===== config.mk =====
export PLATFORM = sky130hd
export DESIGN_NAME = cptc_regs
export DESIGN_NICKNAME = d
export VERILOG_FILES = /design/src/cptc_pkg.sv /design/src/cptc_regs.sv
export SDC_FILE = /design/constraint.sdc
export NUM_CORES = 1
export LEC_CHECK = 0
export ABC_AREA = 1
export BUFFER_PORTS_ARGS = -buffer_cell sky130_fd_sc_hd__clkbuf_2
export CAP_MARGIN = 40
export CORE_MARGIN = 10
export CORE_UTILIZATION = 35
export DETAILED_ROUTE_END_ITERATION = 10
export GPL_TIMING_DRIVEN = 0
export PLACE_DENSITY_LB_ADDON = 0.05
export SLEW_MARGIN = 20
export SYNTH_ARGS = -nofsm -noshare
export SYNTH_HDL_FRONTEND = slang
export SYNTH_SLANG_ARGS = --single-unit

===== constraint.sdc =====
create_clock -name clk -period 2.9 [get_ports clk]
set_input_delay 0.58 -clock clk [delete_from_list [all_inputs] [get_ports clk]]
set_output_delay 0.58 -clock clk [all_outputs]
set_load 0.02 [all_outputs]

===== src/cptc_pkg.sv =====
// Package for the core power and timer control register bank
package cptc_pkg;
    // Register offsets
    localparam logic [7:0] OFF_STACK = 8'h81;
    localparam logic [7:0] OFF_DPLOW = 8'h82;
    localparam logic [7:0] OFF_DPHIGH = 8'h83;
    localparam logic [7:0] OFF_POWER = 8'h87;
    localparam logic [7:0] OFF_TIMER = 8'h88;
    // Reset values
    localparam logic [7:0] RST_STACK = 8'h07;
    localparam logic [7:0] RST_DP = 8'h00;
    localparam logic [7:0] RST_POWER = 8'h00;
    localparam logic [7:0] RST_TIMER = 8'h00;
    // Power control field positions
    localparam int PC_BAUD = 7;
    localparam int PC_FESEL = 6;
    localparam int PC_BOF = 5;
    localparam int PC_PON = 4;
    localparam int PC_UHI = 3;
    localparam int PC_ULO = 2;
    localparam int PC_DEEP = 1;
    localparam int PC_LIGHT = 0;
    // Timer control field positions
    localparam int TC_T1OV = 7;
    localparam int TC_T1RUN = 6;
    localparam int TC_T0OV = 5;
    localparam int TC_T0RUN = 4;
    localparam int TC_X1FLAG = 3;
    localparam int TC_X1TYPE = 2;
    localparam int TC_X0FLAG = 1;
    localparam int TC_X0TYPE = 0;

    // Software register port
    typedef struct packed {
        logic [7:0] addr;
        logic [7:0] wdata;
        logic wr;
        logic rd;
    } cptc_bus_type;

    // Hardware events into the bank
    typedef struct packed {
        logic t1Overflow;
        logic t0Overflow;
        logic t1Vector;
        logic t0Vector;
        logic x1Vector;
        logic x0Vector;
        logic brownout;
        logic powerOn;
        logic stackPush;
        logic stackPop;
        logic wake;
    } cptc_event_type;

    // Whole module state
    typedef struct packed {
        logic [7:0] stackTop;
        logic [7:0] dpLow;
        logic [7:0] dpHigh;
        logic [7:0] power;
        logic [7:0] timer;
        logic [7:0] rdata;
        logic [2:0] x0Sync;
        logic [2:0] x1Sync;
        logic x0Prev;
        logic x1Prev;
    } cptc_state_type;
endpackage


===== src/cptc_regs.sv =====
// Core register bank: stack, data pointer, power and timer control
// Notes on behaviour
// - Eight-bit stack pointer register at 81h
// - Data pointer pair, low 82h, high 83h
// - Power bit 7 doubles serial baud rate
// - Power bit 6 selects framing-error view
// - Brownout flag set by brownout or power-on
// - Power-on flag set at power-on reset
// - Power bits 3,2 are plain user flags
// - Power bit 1 requests deep sleep
// - Power bit 0 requests light sleep
// - Timer1 overflow flag, cleared on vectoring
// - Timer1 run control bit 6
// - Timer0 overflow flag, cleared on vectoring
// - Timer0 run control bit 4
// - External irq1 flag, edge or level
// - Bit 2 selects irq1 edge or level
// - External irq0 flag, edge or level
// - Bit 0 selects irq0 edge or level
module cptc_regs
    import cptc_pkg::*;
#(
    // Register width; every register of the bank is one byte
    parameter int DATA_W = 8,
    // External interrupt channels served by the timer control register
    parameter int IRQ_CH = 2
)
(
    // Clock and reset
    input wire logic clk,
    input wire logic rst_n,
    // Register port
    input wire cptc_bus_type bus,
    output logic [7:0] rdata,
    // Hardware events
    input wire cptc_event_type evt,
    // External interrupt pins, active low, asynchronous
    input wire logic extIrq0Pin_n,
    input wire logic extIrq1Pin_n,
    // Control outputs
    output logic [15:0] dataPointerPair,
    output logic [7:0] stackTopPointer,
    output logic baudDoubler,
    output logic frameErrorSelect,
    output logic deepSleepRequest,
    output logic lightSleepRequest,
    output logic timer1Run,
    output logic timer0Run,
    output logic extIrq1Flag,
    output logic extIrq0Flag,
    output logic timer1Overflow,
    output logic timer0Overflow
);
    cptc_state_type state_ff;
    cptc_state_type nxt_state;

    logic x0Level;
    logic x1Level;
    logic [IRQ_CH-1:0][2:0] pinSync;
    logic [IRQ_CH-1:0] pinPrev;
    logic [IRQ_CH-1:0] pinLevel;
    logic wrStack;
    logic wrDpLow;
    logic wrDpHigh;
    logic wrPower;
    logic wrTimer;
    logic rdStack;
    logic rdDpLow;
    logic rdDpHigh;
    logic rdPower;
    logic rdTimer;
    logic stackInc;
    logic stackDec;
    logic setBrownout;
    logic setPowerOn;

    // Elaboration checks: the field map is fixed at bytes and two pins
    if (DATA_W != 8)
    begin : gWidthCheck
        $error("cptc_regs: DATA_W must be 8");
    end
    if (IRQ_CH != 2)
    begin : gIrqCheck
        $error("cptc_regs: IRQ_CH must be 2");
    end

    // Channel views of the synchroniser stages, irq1 above irq0
    assign pinSync = {state_ff.x1Sync, state_ff.x0Sync};
    assign pinPrev = {state_ff.x1Prev, state_ff.x0Prev};

    // Pin filter: change counts once stages two and three agree
    for (genvar ch = 0; ch < IRQ_CH; ch++)
    begin : gPinFilter
        logic settled;
        assign settled = pinSync[ch][1] == pinSync[ch][2];
        assign pinLevel[ch] = settled ? pinSync[ch][2] : pinPrev[ch];
    end
    assign x0Level = pinLevel[0];
    assign x1Level = pinLevel[1];

    // Write decode, one strobe per register
    assign wrStack = bus.wr && bus.addr == OFF_STACK;
    assign wrDpLow = bus.wr && bus.addr == OFF_DPLOW;
    assign wrDpHigh = bus.wr && bus.addr == OFF_DPHIGH;
    assign wrPower = bus.wr && bus.addr == OFF_POWER;
    assign wrTimer = bus.wr && bus.addr == OFF_TIMER;

    // Read decode; an unmapped address hits none of these
    assign rdStack = bus.rd && bus.addr == OFF_STACK;
    assign rdDpLow = bus.rd && bus.addr == OFF_DPLOW;
    assign rdDpHigh = bus.rd && bus.addr == OFF_DPHIGH;
    assign rdPower = bus.rd && bus.addr == OFF_POWER;
    assign rdTimer = bus.rd && bus.addr == OFF_TIMER;

    // Push and pop in one cycle cancel out
    assign stackInc = evt.stackPush && !evt.stackPop;
    assign stackDec = evt.stackPop && !evt.stackPush;

    // Hardware sets of the power flags; power-on raises both
    assign setBrownout = evt.brownout || evt.powerOn;
    assign setPowerOn = evt.powerOn;

    // Next state
    always_comb
    begin
        nxt_state = state_ff;
        nxt_state.x0Sync = {state_ff.x0Sync[1:0], extIrq0Pin_n};
        nxt_state.x1Sync = {state_ff.x1Sync[1:0], extIrq1Pin_n};
        nxt_state.x0Prev = x0Level;
        nxt_state.x1Prev = x1Level;

        // Stack pointer: software write wins over push or pop
        if (wrStack)
        begin
            nxt_state.stackTop = bus.wdata;
        end
        else if (stackInc)
        begin
            nxt_state.stackTop = state_ff.stackTop + 8'h01;
        end
        else if (stackDec)
        begin
            nxt_state.stackTop = state_ff.stackTop - 8'h01;
        end

        // Data pointer bytes
        if (wrDpLow)
        begin
            nxt_state.dpLow = bus.wdata;
        end
        if (wrDpHigh)
        begin
            nxt_state.dpHigh = bus.wdata;
        end

        // Power control: plain bits from software
        if (wrPower)
        begin
            nxt_state.power = bus.wdata;
        end
        // Wake ends any sleep request
        if (evt.wake)
        begin
            nxt_state.power[PC_DEEP] = 1'b0;
            nxt_state.power[PC_LIGHT] = 1'b0;
        end
        // Hardware sets win over software clears
        if (setBrownout)
        begin
            nxt_state.power[PC_BOF] = 1'b1;
        end
        if (setPowerOn)
        begin
            nxt_state.power[PC_PON] = 1'b1;
        end

        // Timer control: software write first
        if (wrTimer)
        begin
            nxt_state.timer = bus.wdata;
        end
        // Overflow flags: vector clears, overflow sets and wins
        if (evt.t1Vector)
        begin
            nxt_state.timer[TC_T1OV] = 1'b0;
        end
        if (evt.t1Overflow)
        begin
            nxt_state.timer[TC_T1OV] = 1'b1;
        end
        if (evt.t0Vector)
        begin
            nxt_state.timer[TC_T0OV] = 1'b0;
        end
        if (evt.t0Overflow)
        begin
            nxt_state.timer[TC_T0OV] = 1'b1;
        end

        // External irq1: level follows inverted pin, edge latches fall
        if (!nxt_state.timer[TC_X1TYPE])
        begin
            nxt_state.timer[TC_X1FLAG] = !x1Level;
        end
        else
        begin
            if (evt.x1Vector)
            begin
                nxt_state.timer[TC_X1FLAG] = 1'b0;
            end
            if (state_ff.x1Prev && !x1Level)
            begin
                nxt_state.timer[TC_X1FLAG] = 1'b1;
            end
        end

        // External irq0: same scheme as irq1
        if (!nxt_state.timer[TC_X0TYPE])
        begin
            nxt_state.timer[TC_X0FLAG] = !x0Level;
        end
        else
        begin
            if (evt.x0Vector)
            begin
                nxt_state.timer[TC_X0FLAG] = 1'b0;
            end
            if (state_ff.x0Prev && !x0Level)
            begin
                nxt_state.timer[TC_X0FLAG] = 1'b1;
            end
        end

        // Read data, one cycle after the strobe; unmapped reads zero
        nxt_state.rdata = 8'h00;
        if (rdStack)
        begin
            nxt_state.rdata = state_ff.stackTop;
        end
        else if (rdDpLow)
        begin
            nxt_state.rdata = state_ff.dpLow;
        end
        else if (rdDpHigh)
        begin
            nxt_state.rdata = state_ff.dpHigh;
        end
        else if (rdPower)
        begin
            nxt_state.rdata = state_ff.power;
        end
        else if (rdTimer)
        begin
            nxt_state.rdata = state_ff.timer;
        end
    end

    // State register, synchronous reset; pins idle high
    always_ff @(posedge clk)
    begin
        if (!rst_n)
        begin
            state_ff.stackTop <= RST_STACK;
            state_ff.dpLow <= RST_DP;
            state_ff.dpHigh <= RST_DP;
            state_ff.power <= RST_POWER;
            state_ff.timer <= RST_TIMER;
            state_ff.rdata <= 8'h00;
            state_ff.x0Sync <= 3'h7;
            state_ff.x1Sync <= 3'h7;
            state_ff.x0Prev <= 1'b1;
            state_ff.x1Prev <= 1'b1;
        end
        else
        begin
            state_ff <= nxt_state;
        end
    end

    // Outputs straight from the state register
    assign rdata = state_ff.rdata;
    assign stackTopPointer = state_ff.stackTop;
    assign dataPointerPair = {state_ff.dpHigh, state_ff.dpLow};
    assign baudDoubler = state_ff.power[PC_BAUD];
    assign frameErrorSelect = state_ff.power[PC_FESEL];
    assign deepSleepRequest = state_ff.power[PC_DEEP];
    assign lightSleepRequest = state_ff.power[PC_LIGHT];
    assign timer1Run = state_ff.timer[TC_T1RUN];
    assign timer0Run = state_ff.timer[TC_T0RUN];
    assign timer1Overflow = state_ff.timer[TC_T1OV];
    assign timer0Overflow = state_ff.timer[TC_T0OV];
    assign extIrq1Flag = state_ff.timer[TC_X1FLAG];
    assign extIrq0Flag = state_ff.timer[TC_X0FLAG];
endmodule


==> flow_summary.ini <==
[outcome]
status = complete, no violations

[drt]
vias = 3113
routed_wirelength_mm = 9.818
vias_per_cell = 4.745
wl_per_cell_um = 14.97
drt-initial-drc-count = 209
drc = 0
ant_nets = 0
drt-pass1-iter-count = 5

[logic_synthesis]
syn_inst = 464
yosys.area.top_type = dfxtp_1
syn-mean-instance-area_um2 = 7.016
yosys_warnings = 0
synth_area_leaders = dfxtp_1, nand2_1, nand3_1, buf_4, inv_1
syn_nets = 505
ys_ff_latch = 56
synth.top_cell.area_share_pct = 34.44
ys_seq_area_share_pct = 34.44
synth.distinct_cells = 34
synthesis.area_mm2 = 0.003256

[hold_path]
min_from = nxt_state[6]
hp-class = reg2reg

[global_routing]
antenna_found_initial = 0
globalRoute.totalOverflow = 0
grt_pass1_vias = 2954
grt_max_degree = 18
grt_pass1_wl_mm = 15.30
grt_use_total_pct = 14.48

[setup_path]
required_ns = 3.15
worstSetupStartpoint = evt[1]
path_cells = clkbuf_2, inv_1, nand2_1, ha_1, nand3_1, nand3_1, xor2_1, nand2_1, nand3_1, nand3_1, inv_1
setup.worst_path.end_class = flip-flop
crit_type = in2reg
path_buf_inv = 3
crit_path_start_kind = primary input
timing.rr.start = stackTopPointer[5]
cpPeakStageDelay_ns = 0.49
cp_max_fo = 10
crit_slowest_cell = ha_1
critPathTopFamily = simple AND/OR/NAND/NOR gates
cp_common_cell = nand3_1
worstPathArrival_ns = 2.15

[cells_and_area]
final-seq-area_mm2 = 0.001121
nets = 585
syn_to_final_growth_pct = 18.22
multi_input_area_mm2 = 0.001599
antenna_cells = 0
final_common_cell = nand2_1
drive_above_1_share_pct = 27.34
final_cell_mix = nand2_1, clkbuf_2, inv_1, dfxtp_1, nand3_1
fillers = 975

[clock_network]
clock_path_buffers = 2
cts_inserted_buffers = 5
clk_latency_ns = 0.31
postCtsSetupRepairBufs = 0
cts.sinks = 56
ctsRootBufferMaster = clkbuf_8
postCtsHoldBufs = 0
h-tree-depth = 2
tritoncts = done
ctsResizeCount = 0
path_clk_slew_ns = 0.11

[place]
io_buffer_count = 73
place_hpwl_mm = 7.772
preCtsSetupSlack_ns = 0.6812
finalWeightedCongestion = 0.8548

[sta]
rsz0062_at_grt = false
tns_ns = 0
fin_crit_sh_pct = 65.31
finalSetupViolCount = 0
fmax_ghz = 0.5280
skew_ns = 0.007164
relSlewSlack_pct = 53.89
tightest_slew_ns = 0.6916
finalMaxSlewViolations = 0
fin_crit_ns = 1.894
finalHoldViolations = 0
fin_ws_ns = 1.006

[pwr]
p_leak_nw = 1.951
peakVddDrop_mv = 0.1756
p_per_area_mw_per_mm2 = 420.8

[floorplan]
fp.dieArea_mm2 = 0.01356
num_rows = 35
die_h_um = 116.4
start_util_pct = 35.57
io_pins = 75
core_mm2 = 0.009153
die_w_um = 116.4

[job]
cap_violations = 0
[cells by family (layout without fill, tap and decap cells)]
logic type	after synthesis	count (layout)	synth area share (%)
AOI/OAI and AO/OA	59	59	10.26
xor gates and xnor gates	4	4	1.076
adders and majority gates	10	10	3.920
buffers and inverters	104	185	16.45
DFF	56	56	34.44
and+or+nand+nor	231	231	33.86
[routing by layer]
metal	GRT usage, %	share of wire (%)	up-vias
met1	18.88	47	1396
met5	0	0	-
met4	2.585	0.54	0
met3	4.520	8.1	6
met2	23.11	45	103
li1	-	-	1608
[stage by stage]
stage          total power, W  hold WS [ns]  util [%]  std cells  area [um2]
2_1_floorplan        0.001083        0.3925         -        464        3256
3_3_place_gp         0.001195        0.3951     41.08        648        3760
3_5_place_dp         0.001198        0.3993     41.08        648        3760
4_1_cts              0.001636        0.4267     42.05        656        3849
5_1_grt              0.001714        0.4312     42.05        656        3849
6_report             0.001619        0.4248     42.05        656        3849
[final timing paths]
path	endpoint	slack, ns	cells past startpoint
worst min-delay path	nxt_state[7]	0.42	1
worst min register to register	nxt_state[7]	0.42	1
worst max-delay path	stackTopPointer[3]	1.01	11
worst max register to register	stackTopPointer[7]	1.38	9
[state kept, by name (all words and copies together), names as in the netlist, 2 cells and up]
| name | flops |
|---|---|
| pinPrev | 2 |
| state_ff | 6 |
| nxt_state | 4 |
| rdata | 8 |
| stackTopPointer | 8 |
| pinSync | 2 |
| dataPointerPair | 16 |
[synthesized netlist by cell type, drive strengths merged]
cell type / n
maj3: 2
or2: 8
xnor2: 1
fa: 1
o21a: 8
xor2: 3
inv: 57
nand3: 57
nand4: 13
buf: 37
dfxtp: 56
a31o: 1
ha: 7
nor2: 32
a21oi: 34
o21ai: 16
nand2: 120
nor3: 1
clkbuf: 8
clkinv: 2
[report_power, final]
part	total [W]	internal [W]	leakage, nW	switching [W]
Combinational	0.000358	0.000140	1.45	0.000218
Sequential	0.000821	0.000793	0.455	0.0000287
Clock	0.000440	0.000173	0.0414	0.000267
Total	0.00162	0.00111	1.95	0.000513
[cell type report]
| cell class | instances | share of cell area, % |
|---|---|---|
| multi-input cells | 304 | 41.55 |
| flip-flops and latches | 56 | 29.13 |
| repair buffers | 73 | 9.493 |
| plain buffers | 45 | 8.095 |
| inverters | 59 | 5.819 |
| well taps | 111 | 3.609 |
| clock buffers | 6 | 1.886 |
| clock inverters | 2 | 0.4226 |
Power figures use the tool's default switching activity.
